**src/pkg/asrp_pkg.sv**
```systemverilog
// Purpose: Shared constants and types for the static RAM port host controller.
// Assumes: core_clk at 40 MHz; the memory is asynchronous and has no clock.
package asrp_pkg;

  localparam int unsigned ADDR_W       = 18;
  localparam int unsigned DATA_W       = 8;
  localparam int unsigned CLK_HZ       = 40_000_000;
  localparam int unsigned CLK_PS       = 1_000_000_000 / (CLK_HZ / 1000);
  localparam int unsigned CYCLE_NS     = 110;
  localparam int unsigned WPULSE_NS    = 85;
  localparam int unsigned ACCESS_NS    = 110;
  localparam int unsigned RECOVER_MS   = 5;
  // Cycle, write pulse and access least times round up to whole clock cycles; recovery divides down.
  localparam int unsigned CYCLE_CYC    = (CYCLE_NS * 1000 + CLK_PS - 1) / CLK_PS;
  localparam int unsigned WPULSE_CYC   = (WPULSE_NS * 1000 + CLK_PS - 1) / CLK_PS;
  localparam int unsigned ACCESS_CYC   = (ACCESS_NS * 1000 + CLK_PS - 1) / CLK_PS;
  localparam int unsigned RECOVER_CYC  = (RECOVER_MS * 1_000_000) / (CLK_PS / 1000);
  localparam int unsigned CNT_W        = 20;

  typedef enum logic [4:0] {
    ASRP_RECOVER = 5'h01,
    ASRP_IDLE    = 5'h02,
    ASRP_READ    = 5'h04,
    ASRP_WRITE   = 5'h08,
    ASRP_TAIL    = 5'h10
  } asrp_state_t;

  typedef struct packed {
    logic              sel_n;
    logic              sel;
    logic              wr_n;
    logic              oe_n;
    logic [ADDR_W-1:0] addr;
    logic [DATA_W-1:0] dq_out;
    logic              dq_oe;
  } asrp_pins_t;

  typedef struct packed {
    logic              wr;
    logic [ADDR_W-1:0] addr;
    logic [DATA_W-1:0] wdata;
  } asrp_req_t;

endpackage : asrp_pkg

```
**src/hw/asrp_sync.sv**
```systemverilog
// Purpose: Two flip-flop synchroniser for pin inputs.
// Assumes: Input is asynchronous to core_clk.
// Notes:   The first stage feeds only the second stage.
`timescale 1ns/1ps
module asrp_sync #(
  parameter int unsigned WIDTH = 1
) (
  // Clock and reset
  input  wire logic             core_clk,
  input  wire logic             nrst,
  // Data
  input  wire logic [WIDTH-1:0] d,
  output logic      [WIDTH-1:0] q
);
  logic [WIDTH-1:0] meta_reg;

  always_ff @(posedge core_clk or negedge nrst) begin
    if (!nrst) begin
      meta_reg <= '0;
      q        <= '0;
    end else begin
      meta_reg <= d;
      q        <= meta_reg;
    end
  end
endmodule : asrp_sync

```
**src/hw/asrp_host.sv**
```systemverilog
// Purpose: Host-side controller that runs byte reads and writes on an async static RAM.
// Assumes: One request at a time; the RAM is the only driver besides this block on dq.
// Notes:   Every access is a full cycle of fixed clock counts set from the package.
`timescale 1ns/1ps
module asrp_host
  import asrp_pkg::*;
#(
  parameter int unsigned RECOVER_CYCLES = RECOVER_CYC
) (
  // Clock and reset
  input  wire logic              core_clk,
  input  wire logic              nrst,
  // User request port
  input  wire logic              req_valid,
  output logic                   req_ready,
  input  wire asrp_req_t         req,
  output logic                   rsp_valid,
  output logic      [DATA_W-1:0] rsp_data,
  // Supply restored pulse from power monitor
  input  wire logic              supply_restored,
  // Memory pins
  output asrp_pins_t             pins,
  input  wire logic [DATA_W-1:0] dq_in
);
  typedef struct packed {
    asrp_state_t       st;
    logic [CNT_W-1:0]  cnt;
    asrp_pins_t        pins;
    logic              rsp_valid;
    logic [DATA_W-1:0] rsp_data;
  } asrp_core_t;

  localparam logic [CNT_W-1:0] C_CYCLE = CNT_W'(CYCLE_CYC);
  localparam logic [CNT_W-1:0] C_WP    = CNT_W'(WPULSE_CYC);
  localparam logic [CNT_W-1:0] C_ACC   = CNT_W'(ACCESS_CYC);
  localparam logic [CNT_W-1:0] C_REC   = CNT_W'(RECOVER_CYCLES);

  asrp_core_t       s_reg;
  asrp_core_t       s_next;
  logic [DATA_W-1:0] dq_sync;

  asrp_sync #(.WIDTH(DATA_W)) u_sync (
    .core_clk (core_clk),
    .nrst     (nrst),
    .d        (dq_in),
    .q        (dq_sync)
  );

  function automatic asrp_pins_t idle_pins(input asrp_pins_t p);
    asrp_pins_t r;
    r       = p;
    r.sel_n = 1'b1;
    r.sel   = 1'b0;
    r.wr_n  = 1'b1;
    r.oe_n  = 1'b1;
    r.dq_oe = 1'b0;
    return r;
  endfunction : idle_pins

  always_comb begin
    s_next           = s_reg;
    s_next.rsp_valid = 1'b0;
    case (s_reg.st)
      ASRP_RECOVER: begin
        // Chip stays deselected throughout the retention recovery wait.
        s_next.pins = idle_pins(s_reg.pins);
        if (s_reg.cnt >= C_REC - 1'b1) begin
          s_next.st  = ASRP_IDLE;
          s_next.cnt = '0;
        end else begin
          s_next.cnt = s_reg.cnt + 1'b1;
        end
      end
      ASRP_IDLE: begin
        s_next.pins = idle_pins(s_reg.pins);
        s_next.cnt  = '0;
        if (supply_restored) begin
          s_next.st = ASRP_RECOVER;
        end else if (req_valid) begin
          s_next.pins.addr = req.addr;
          s_next.pins.sel_n = 1'b0;
          s_next.pins.sel   = 1'b1;
          if (req.wr) begin
            // Gate stays high so the RAM never fights our write data.
            s_next.pins.oe_n   = 1'b1;
            s_next.pins.wr_n   = 1'b0;
            s_next.pins.dq_out = req.wdata;
            s_next.pins.dq_oe  = 1'b1;
            s_next.st          = ASRP_WRITE;
          end else begin
            s_next.pins.oe_n  = 1'b0;
            s_next.pins.dq_oe = 1'b0;
            s_next.st         = ASRP_READ;
          end
        end
      end
      ASRP_READ: begin
        s_next.cnt = s_reg.cnt + 1'b1;
        // Two extra cycles cover the synchroniser delay on dq.
        if (s_reg.cnt == C_ACC + 1'b1) begin
          s_next.rsp_data  = dq_sync;
          s_next.rsp_valid = 1'b1;
          s_next.pins      = idle_pins(s_reg.pins);
          s_next.st        = ASRP_IDLE;
        end
      end
      ASRP_WRITE: begin
        s_next.cnt = s_reg.cnt + 1'b1;
        if (s_reg.cnt == C_WP - 1'b1) begin
          // Strobe rises first, so the RAM latches here while data still held.
          s_next.pins.wr_n = 1'b1;
          s_next.st        = ASRP_TAIL;
        end
      end
      ASRP_TAIL: begin
        s_next.cnt = s_reg.cnt + 1'b1;
        if (s_reg.cnt == C_CYCLE - 1'b1) begin
          s_next.pins = idle_pins(s_reg.pins);
          s_next.st   = ASRP_IDLE;
        end
      end
      default: begin
        s_next.st   = ASRP_IDLE;
        s_next.pins = idle_pins(s_reg.pins);
      end
    endcase
  end

  always_ff @(posedge core_clk or negedge nrst) begin
    if (!nrst) begin
      s_reg.st        <= ASRP_RECOVER;
      s_reg.cnt       <= '0;
      s_reg.pins      <= '{sel_n: 1'b1, sel: 1'b0, wr_n: 1'b1, oe_n: 1'b1,
                           addr: '0, dq_out: '0, dq_oe: 1'b0};
      s_reg.rsp_valid <= 1'b0;
      s_reg.rsp_data  <= '0;
    end else begin
      s_reg <= s_next;
    end
  end

  assign pins      = s_reg.pins;
  assign rsp_valid = s_reg.rsp_valid;
  assign rsp_data  = s_reg.rsp_data;
  assign req_ready = (s_reg.st == ASRP_IDLE) && !supply_restored;

  logic active;
  assign active = !s_reg.pins.sel_n && s_reg.pins.sel;
endmodule : asrp_host

```
**config.mk**
```make
export PLATFORM = sky130hd
export DESIGN_NAME = asrp_host
export DESIGN_NICKNAME = d
export VERILOG_FILES = /design/src/pkg/asrp_pkg.sv /design/src/hw/asrp_sync.sv /design/src/hw/asrp_host.sv
export SDC_FILE = /design/constraint.sdc
export NUM_CORES = 1
export LEC_CHECK = 0
export BUFFER_PORTS_ARGS = -buffer_cell sky130_fd_sc_hd__buf_2
export CAP_MARGIN = 25
export CORE_MARGIN = 4
export CORE_UTILIZATION = 54
export CTS_CLUSTER_DIAMETER = 100
export DETAILED_ROUTE_END_ITERATION = 7
export PLACE_DENSITY = 0.81
export SLEW_MARGIN = 25
export SYNTH_ARGS = -nofsm -noshare
export SYNTH_HDL_FRONTEND = slang
export SYNTH_HIERARCHICAL = 1
export SYNTH_SLANG_ARGS = --single-unit
```
**constraint.sdc**
```tcl
create_clock -name core_clk -period 2.4 [get_ports core_clk]
set_clock_uncertainty 0.05 [all_clocks]
set_input_delay 0.48 -clock core_clk [delete_from_list [all_inputs] [get_ports core_clk]]
set_output_delay 0.48 -clock core_clk [all_outputs]
set_load 0.005 [all_outputs]
```
After elaboration in Yosys (flattened, before gate mapping). Cells that the tools add are included.

Register bits after elaboration: 81. Input bits: 39. Output and inout bits: 41. Logic and storage cells: 64.

Add/sub/neg operators: 1. $lt $le $gt $ge: 1. Equal/unequal tests: 13. Mux-type cells: 22. Bitwise gates (word level): 4. Reduce and logical (&&, ||, !) cells: 10.

Operators by type and width (number): 28-bit one-hot mux with 4 select lines (1); 31-bit 2-to-1 mux (3); 20-bit one-hot mux with 3 select lines (1); 20-bit by 3-bit == test with 1-bit output, second input constant (2); 40-bit 2-to-1 mux (1); 5-bit 2-to-1 mux (6); 5-bit one-hot mux with 5 select lines (1); 20-bit by 1-bit adder with 20-bit output, second input constant (1); 20-bit by 2-bit == test with 1-bit output, second input constant (1); 20-bit by 18-bit >= comparator with 1-bit output, second input constant (1); 20-bit 2-to-1 mux (1); 9-bit 2-to-1 mux (1); 8-bit 2-to-1 mux (1); 2-bit != test, second input constant (4); 2-bit one-hot mux with 4 select lines (1); 7-bit AND reduction (1); 3-bit AND reduction (2); 6-bit AND reduction (1); 5-bit by 1-bit == test with 1-bit output, second input constant (1); 5-bit by 2-bit == test with 1-bit output, second input constant (1); 5-bit by 3-bit == test with 1-bit output, second input constant (1); 5-bit by 4-bit == test with 1-bit output, second input constant (1); 5-bit == test, second input constant (1); 5-bit AND reduction (1); other kinds (10) (15).

Depth between registers and ports, before layout. Gate-level depths: netlist (run 1).

Depth in word-level cells: 4. Gate-level depth with buffers: 7.

Hierarchy. Netlist (run 1), hierarchy kept.

By module, submodules not included: asrp_host (instances 1, cells each 349, area each 3395.8 um2, seq. area each 1631.6 um2); asrp_sync (instances 1, cells each 16, area each 400.4 um2, seq. area each 400.4 um2).

Worst setup path after synthesis (run 1). No wires, ideal clock.

Path kind: reg-to-reg. From: register s_reg[52] (netlist bit). To: register, netlist name rsp_data[0]. Setup time: 0.125 ns. Arrival: 1.912 ns. Setup slack: 0.313 ns. Stages on the path, launching flop included: 6. Path buffers: 0. Period minus slack after synthesis: 2.087 ns. Path through: dfrtp_1 -> nor4_1 -> nand2_1 -> or2_1 -> nor3_4 -> mux2_2.

Cells in the longest elaborated chain, start to end: 2.

Ends and longest elaborated chain: from (decl) (RTL line asrp_host.sv:38) `asrp_core_t s_reg;`; from (signal assigned) (RTL line asrp_host.sv:138) `s_reg <= s_next;`; 20-bit by 3-bit == test with 1-bit output (RTL line asrp_host.sv:100) `if (s_reg.cnt == C_ACC + 1'b1) begin`; 2-bit AND reduction (no source line).

Every way passes these cells. A chain may end at the register's enable or synchronous reset.

Final worst setup path (run 1).
From: register s_reg[46] (netlist bit). To: register, netlist name rsp_data[2].

Cells in the longest elaborated chain, start to end: 2.

Ends and longest elaborated chain (RTL line): 20-bit by 3-bit == test with 1-bit output (asrp_host.sv:100); 2-bit AND reduction (no source line).

Every way passes these cells.

==> reports/results.ini, run 1 <==
[outcome]
outcome=finished, final reports clean

[synthesis]
async_flop_share=1.00
ys_seq_area_frac=0.535
synth.ff_latch_count=81
synth_cell_type_count=51
synth_largest_area_cell=dfrtp_1
synth.top_cell.area_share=0.508
synthTopCellsByArea=dfrtp_1 (51%), buf_4 (7.7%), nand2_1 (7.1%)
syn-cell-area_um2=3800
postSynthAreaPerCell_um2=10.4
synth_edf_count=0
yosys_most_used_dff=dfrtp_1
syn_inst=365
ys.warnings.count=6
synth_fp_nets=407

[final_layout]
diodes=0
drive_gt1_frac=0.330
postLayoutCoreUtil=0.632
largest_reg_flops=31
area_growth_pct=13.2
nFillCells=549
final_net_count=455

[route]
dr.pass1.iters=4
drtIter0Drc=136
postRouteWirelength_um=7320
vias=2682
postRouteAntennaNets=0
wl_per_cell_um=14.2
drcViolationCount=0
viasPerCell=5.22

[grt]
grt_pass1_wl_um=12400
use_met2=0.299
grt_pass1_vias=2703
grt_usage=0.183
top_usage_layer=met2
grtUsageMet3=0.0591
gr-total-overflow=0
antenna_found_initial=0
grt.met1_usage=0.235
grt_max_degree=49

[timing]
period_minus_slack_ns=2.21
fin_hold_ws_ns=0.0119
rsz0062_at_grt=false
finalHoldViolCount=0
final.period_utilization=0.920
slew_violations=0
setup_viol=0
tns_ns=0
relSlewSlack=0.479
fmax_mhz=453
tightest_slew_ns=0.777

[cts]
postCtsSetupBuffers=0
worstSkewPairLatency_ns=0.35
path_clk_slew_ns=0.08
cts_buffers=9
htreeDepth=3
cts_root_buf=clkbuf_8
cts_sinks=81
cts_tree=done
cts.path.max_buffers=2

[worst_setup_path]
timing.critical_path.buf_inv=0
crit_family=simple AND/OR/NAND/NOR gates
worstPathArrival_ns=2.39
reg2regPathDepth=5
start_kind=flop
required_ns=2.58
cp_slowest_cell=dfrtp_1
critPathMaxStageDelay_ns=0.45
reg2reg_to=rsp_data[2]
cp_max_fo=8
r2r_start=s_reg[46]
path_cells=nor4_1, nand2_1, or2_1, nor3_4, mux2_2
crit_type=flop to flop
critPathCaptureType=flop
r2r_setup_slack_ns=0.19

[power_and_ir_drop]
comb_power_share=0.296
vdd_ir_drop_max_mv=0.571
power.share.sequential=0.444
power.leakage_uw=0.00213
p_sw_uw=1360
power_per_cell_area_nw_per_um2=974
switching_share=0.325
clockPowerShare=0.260
p_int_uw=2820

[placement]
gp_congestion=0.924
dp_hpwl_um=5110
place.port_buffers=79

[floorplanning]
die_area_um2=8440
dieHeight_um=91.8
io_pins=80
start_util=0.559
coreArea_um2=6790
rows=30
dieWidth_um=91.8

[min_path]
hp-class=input port to asynchronous set/reset pin

[run]
maxCapViolCount=0

==> power by group through the flow <==
stage	logic [uW]	clock network [uW]	registers, uW
global placement	1200	0	1870
floorplan	1050	0	1830
global route	1400	1180	1900
detailed placement	1250	0	1870
finish	1240	1090	1860
CTS	1250	1110	1860
==> through the flow <==
stage	std cells	worst slack (ns)	total power [uW]	instance area [um^2]
4_1_cts	514	0.106	4230	4290
6_report	514	0.191	4180	4300
2_1_floorplan	365	0.313	2880	3800
3_3_place_gp	498	0.235	3070	4070
3_5_place_dp	498	0.134	3120	4070
5_1_grt	514	0.0431	4480	4300
==> synth_stat cells, types with 2 or more instances <==
cell,count
inv_1,10
buf_4,39
ha_1,3
or3_1,2
a21oi_1,11
dfrtp_1,77
dfstp_2,4
nand2_1,72
nor2b_1,2
mux2_2,16
nand3_1,13
and4_1,3
o21ai_0,6
nand4_1,4
a211oi_1,6
a2111oi_0,5
clkbuf_1,9
nor4_1,4
xnor2_1,18
nor2_1,26
nor3_1,5
==> worst max path at each step <==
stage | start | to | slack, ns | depth (start not counted)
global placement | s_reg[46] | rsp_data[7] | 0.23 | 5
CTS | s_reg[46] | rsp_data[2] | 0.11 | 5
detailed placement | s_reg[46] | rsp_data[4] | 0.13 | 5
global route | s_reg[52] | s_reg[51] | 0.04 | 7
floorplan | s_reg[52] | rsp_data[0] | 0.31 | 5
finish | s_reg[46] | rsp_data[2] | 0.19 | 5
==> layout make-up <==
type,instances,area [um^2],area share
Inverter,10,37.5,0.00874
Clock inverter,6,91.3,0.0213
Timing Repair Buffer,89,498,0.116
Tap cell,96,120,0.0280
Multi-Input combinational cell,222,1390,0.323
Sequential cell,81,2030,0.473
Clock buffer,10,128,0.0297
==> per-layer routing <==
layer,wire [um],vias to the layer above,share of wire
li1,-,1288,-
met1,3160,1289,0.43
met3,504,9,0.069
met5,0,-,0
met2,3590,96,0.49
met4,77,0,0.011
==> kinds of logic after synthesis <==
family / count (synthesis) / share of synthesized area
buf+inv: 62 / 0.103
flops: 81 / 0.535
fa+ha+maj: 3 / 0.00989
compound gates: 39 / 0.0768
mux: 16 / 0.0475
simple gates: 145 / 0.184
xor+xnor: 19 / 0.0438
==> cell usage in the layout (no fill, tap or decap), types with 5 or more instances in the layout <==
| master | instances |
|---|---|
| a2111oi_0 | 5 |
| a211oi_1 | 6 |
| a21oi_1 | 11 |
| buf_2 | 78 |
| buf_4 | 9 |
| clkbuf_8 | 9 |
| dfrtp_1 | 77 |
| inv_1 | 10 |
| mux2_2 | 16 |
| nand2_1 | 72 |
| nand3_1 | 13 |
| nor2_1 | 26 |
| o21ai_0 | 5 |
| xnor2_1 | 18 |
==> what timing repair did <==
action / 4_1_cts / 5_1_grt
setup endpoints to repair: 0 / 7
resized for setup: 0 / 1
hold buffers: 0 / 0
hold endpoints to repair: 0 / 0
(Power assumes the default switching activity.)
==> run 2, diff against run 1 <==
--- a/config.mk
+++ b/config.mk
@@ -12,6 +12,7 @@
 export CTS_CLUSTER_DIAMETER = 100
 export DETAILED_ROUTE_END_ITERATION = 7
 export PLACE_DENSITY = 0.81
+export RECOVER_POWER = 50
 export SLEW_MARGIN = 25
 export SYNTH_ARGS = -nofsm -noshare
 export SYNTH_HDL_FRONTEND = slang
==> reports/results.ini, run 2 (synthesized netlist as in run 1, its figures left out) <==
[grt]
grt_max_degree=49  ; unchanged
use_met2=0.299  ; unchanged
grt_pass1_wl_um=12400  ; unchanged
top_usage_layer=met2
grt_pass1_vias=2703  ; unchanged
antenna_found_initial=0  ; unchanged
gr-total-overflow=0  ; unchanged
grt.met1_usage=0.235  ; unchanged
grt_usage=0.183  ; unchanged
grtUsageMet3=0.0591  ; unchanged

[cts]
ctsResizeCount=0  ; unchanged
htreeDepth=3  ; unchanged
cts_buffers=9  ; unchanged
postCtsSetupBuffers=0  ; unchanged
path_clk_slew_ns=0.09  ; about the same
worstSkewPairLatency_ns=0.35  ; about the same
cts_tree=done
cts_sinks=81  ; unchanged
cts.path.max_buffers=2  ; unchanged
hold_buffers=0  ; unchanged
cts_root_buf=clkbuf_8

[power_and_ir_drop]
p_total_uw=4190  ; about the same
power.leakage_uw=0.00213  ; -0.17%
clockPowerShare=0.260  ; about the same
power.share.sequential=0.444  ; about the same
vdd_ir_drop_max_mv=0.572  ; about the same
p_int_uw=2820  ; about the same
p_sw_uw=1360  ; +0.14%
switching_share=0.326  ; +0.000360
comb_power_share=0.296  ; about the same
power_per_cell_area_nw_per_um2=975  ; +0.12%

[timing]
tightest_slew_ns=1.81  ; +1.03 ns
finalHoldViolCount=0  ; unchanged
tns_ns=0  ; unchanged
rsz0062_at_grt=false
setup_viol=0  ; unchanged
fin_ws_ns=0.191  ; +0.00000200 ns
final.period_utilization=0.920  ; about the same
period_minus_slack_ns=2.21  ; -0.00000200 ns
fmax_mhz=453  ; about the same
slew_violations=34  ; +34
relSlewSlack=-0.205  ; -0.684

[min_path]
hp-class=input port to flop

[floorplanning]
io_pins=80  ; unchanged
dieHeight_um=91.8  ; unchanged
rows=30  ; unchanged
start_util=0.559  ; unchanged
coreArea_um2=6790  ; unchanged
die_area_um2=8440  ; unchanged
dieWidth_um=91.8  ; unchanged

[worst_setup_path]
crit_type=flop to flop
start_kind=flop
timing.critical_path.buf_inv=0  ; unchanged
critPathMaxStageDelay_ns=0.45  ; about the same
path_cells=nor4_1, nand2_1, or2_1, nor3_4, mux2_2
critPathCaptureType=flop
required_ns=2.58  ; about the same
cp_max_fo=8  ; unchanged
worstPathArrival_ns=2.39  ; about the same
cp_slowest_cell=dfrtp_1
crit_family=simple AND/OR/NAND/NOR gates

[final_layout]
layout_common_cells=buf_2 (78), dfrtp_1 (77), nand2_1 (72)
largest_reg_flops=31  ; unchanged
nFillCells=548  ; -0.18%
drive_gt1_frac=0.328  ; -0.00239
diodes=0  ; unchanged
postLayoutCoreUtil=0.632  ; about the same
final_net_count=455  ; unchanged
final_common_cell=buf_2
area_growth_pct=13.1  ; about the same

[route]
dr.pass1.iters=4  ; unchanged
postRouteWirelength_um=7330  ; +0.12%
drtIter0Drc=136  ; unchanged
vias=2677  ; -0.19%
drcViolationCount=0  ; unchanged
postRouteAntennaNets=0  ; unchanged
viasPerCell=5.21  ; -0.19%
wl_per_cell_um=14.3  ; +0.12%

[outcome]
outcome=complete, but fails checks
violations=capacitance limit, slew limit

[run]
maxCapViolCount=1  ; +1

[placement]
pre_cts_slack_ns=0.134  ; unchanged
dp_hpwl_um=5110  ; unchanged
place.port_buffers=79  ; unchanged
gp_congestion=0.924  ; unchanged

[run 2: cell count changes in the layout (fill, tap and decap cells not counted), sizes merged]
cell / before / now
clkbuf: 10 / 11
buf: 89 / 88
[run 2: layout make-up]
class | instances | area [um^2] | area share
well taps | 96 | 120 | 0.0280
multi-input cells | 222 | 1390 | 0.324
inverters | 10 | 37.5 | 0.00875
repair buffers | 89 | 494 | 0.115
flip-flops and latches | 81 | 2030 | 0.473
clock buffers | 10 | 128 | 0.0297
clock inverters | 6 | 91.3 | 0.0213
[run 2: metrics by stage]
stage                     hold WS, ns  std cells  instance area (um^2)
after floorplan                 0.134        365                  3800
after global placement          0.282        498                  4070
after detailed placement        0.286        498                  4070
after CTS                      0.0142        514                  4290
after global routing            0.151        514                  4290
final                           0.180        514                  4290
[run 2: path summary, 6_finish.rpt]
check | from | end | slack [ns] | depth (start not counted)
min in group asynchronous | nrst | pins[18] | 0.55 | 1
max in group asynchronous | nrst | pins[3] | 0.70 | 1
worst min register to register | u_sync/meta_reg[4] | u_sync/q[4] | 0.29 | 0
worst max-delay path | s_reg[46] | rsp_data[2] | 0.19 | 5
worst min-delay path | dq_in[3] | u_sync/meta_reg[3] | 0.18 | 1
worst max register to register | s_reg[46] | rsp_data[2] | 0.19 | 5
[run 2: power by group through the flow]
| stage | Combinational, uW | Sequential [uW] | Clock (uW) |
|---|---|---|---|
| final | 1240 | 1860 | 1090 |
| after CTS | 1250 | 1860 | 1110 |
| after detailed placement | 1250 | 1870 | 0 |
| after global placement | 1200 | 1870 | 0 |
| after floorplan | 1050 | 1830 | 0 |
| after global routing | 1400 | 1900 | 1180 |
[run 2: metal layers]
| layer | wire length [um] | up-vias |
|---|---|---|
| met5 | 0 | - |
| met4 | 77 | 0 |
| met3 | 504 | 9 |
| met2 | 3570 | 96 |
| met1 | 3180 | 1285 |
| li1 | - | 1287 |
==> run 3, diff against run 2 <==
--- a/config.mk
+++ b/config.mk
@@ -11,6 +11,7 @@
 export CORE_UTILIZATION = 54
 export CTS_CLUSTER_DIAMETER = 100
 export DETAILED_ROUTE_END_ITERATION = 7
+export GPL_TIMING_DRIVEN = 0
 export PLACE_DENSITY = 0.81
 export RECOVER_POWER = 50
 export SLEW_MARGIN = 25
==> reports/results.ini, run 3 (synthesized netlist as in run 1, its figures left out) <==
[grt]
gr-total-overflow=0  ; unchanged
grt_max_degree=44  ; -10%
grt_pass1_wl_um=13600  ; +9.3%
grt_usage=0.199  ; +0.0153
grt_pass1_vias=2935  ; +8.6%
antenna_found_initial=0  ; unchanged

[route]
vias=2884  ; +7.7%
drcViolationCount=0  ; unchanged
postRouteAntennaNets=0  ; unchanged
postRouteWirelength_um=7810  ; +6.5%
viasPerCell=5.15  ; -1.1%
wl_per_cell_um=13.9  ; -2.3%
dr.pass1.iters=4  ; unchanged
drtIter0Drc=141  ; +3.7%

[placement]
gp_congestion=0.861  ; -6.9%
dp_hpwl_um=5440  ; +6.6%
dpl_cell_area_um2=4330  ; +6.5%
place.port_buffers=79  ; unchanged
pre_cts_slack_ns=-0.0906  ; -0.225 ns

[timing]
tns_ns=0  ; unchanged
fmax_mhz=439  ; -3.0%
period_minus_slack_ns=2.28  ; +0.0681 ns
slew_violations=0  ; -100%
rsz0062_at_grt=false
setup_viol=0  ; unchanged
finalHoldViolCount=0  ; unchanged
fin_ws_ns=0.123  ; -0.0681 ns
relSlewSlack=0.318  ; +0.523
final.period_utilization=0.949  ; +0.0284
tightest_slew_ns=1.02  ; -0.784 ns

[final_layout]
drive_gt1_frac=0.379  ; +0.0516
stdcell_area_um2=4640  ; +8.1%
final_common_cell=buf_2
diodes=0  ; unchanged
area_growth_pct=22.2
postLayoutCoreUtil=0.683  ; +0.0510
layout_common_cells=buf_2 (78), dfrtp_1 (77), nand2_1 (72)
largest_reg_flops=31  ; unchanged
final_net_count=501  ; +10%

[worst_setup_path]
r2r_start=s_reg[47]
worstPathArrival_ns=2.49  ; +0.10 ns
crit_type=flop to flop
r2r_setup_slack_ns=0.12  ; -0.07 ns
required_ns=2.61  ; +0.03 ns
critPathCaptureType=flop
start_kind=flop
reg2reg_to=pins[29]
cp_max_fo=5  ; -3
reg2regPathDepth=5  ; unchanged

[run]
maxCapViolCount=0  ; -1

[floorplanning]
coreArea_um2=6790  ; unchanged
dieHeight_um=91.8  ; unchanged
io_pins=80  ; unchanged
rows=30  ; unchanged
start_util=0.559  ; unchanged
dieWidth_um=91.8  ; unchanged
die_area_um2=8440  ; unchanged

[min_path]
hold_depth=1  ; unchanged
worstHoldStart=dq_in[7]
hp-class=input port to flop
hold_end=u_sync/meta_reg[7]

[cts]
cts.path.max_buffers=2  ; unchanged
cts_sinks=81  ; unchanged
htreeDepth=3  ; unchanged
cts_tree=done
hold_buffers=0  ; unchanged
path_clk_slew_ns=0.09  ; about the same
worstSkewPairLatency_ns=0.36  ; about the same
cts_buffers=9  ; unchanged
cts_root_buf=clkbuf_8

[outcome]
outcome=finished, final reports clean

[power_and_ir_drop]
power_per_cell_area_nw_per_um2=1010  ; +3.7%
vdd_ir_drop_max_mv=0.662  ; +16%
p_total_uw=4690  ; +12%
power.leakage_uw=0.00234  ; +10%

## run 3: cell count changes in the layout (fill, tap and decap cells not counted), sizes merged
cell	before	now
buf	88	120
clkbuf	11	24
clkinv	3	0
inv	11	14
bufinv	2	3
## run 3: worst max path at each step
stage               startpoint     endpoint  slack, ns
floorplan            s_reg[52]  rsp_data[0]       0.31
global placement     s_reg[52]  rsp_data[2]      -0.02
detailed placement   s_reg[52]  rsp_data[5]      -0.09
CTS                  s_reg[44]  rsp_data[5]       0.06
global route         s_reg[64]    s_reg[55]       0.04
finish               s_reg[47]     pins[29]       0.12
## run 3: stage by stage
step                std cells  hold WS, ns
floorplan                 365        0.134
global placement          540        0.281
detailed placement        541        0.286
CTS                       557       0.0418
global route              560        0.148
finish                    560        0.164
## run 3: what timing repair did
action | 4_1_cts | 5_1_grt
pin swaps | 0 | 2
endpoints found under the setup margin | 8 | 20
gates resized for setup | 1 | 6
endpoints found under the hold margin | 0 | 0
setup buffers | 0 | 3
## run 3: area by class of cell
class                   instances  area, um^2
inverters                      10        37.5
repair buffers                 83         434
clock buffers                   9         124
clock inverters                 7         130
fillers                       526        2160
multi-input cells             222        1410
plain buffers                  52         352
flip-flops and latches         81        2030
well taps                      96         120
## run 3: where the power goes
part	total [uW]	switching, uW	internal [uW]
clock network	1250	539	712
logic	1590	767	818
registers	1850	188	1670
total	4690	1490	3200
## run 3: critical path: stages (launching register included)
cell      delay (ns)
dfrtp_1         0.46
or4_1           0.62
or3_1           0.39
o21bai_2        0.21
nand3_2         0.18
a21o_2          0.26
## run 3: metal layers
metal  vias up  GRT usage  part of all wire
li1       1384          -                 -
met5         -          0                 0
met1      1386      0.258              0.41
met4         0     0.0842             0.017
met2        97      0.308              0.49
met3        17     0.0623             0.082
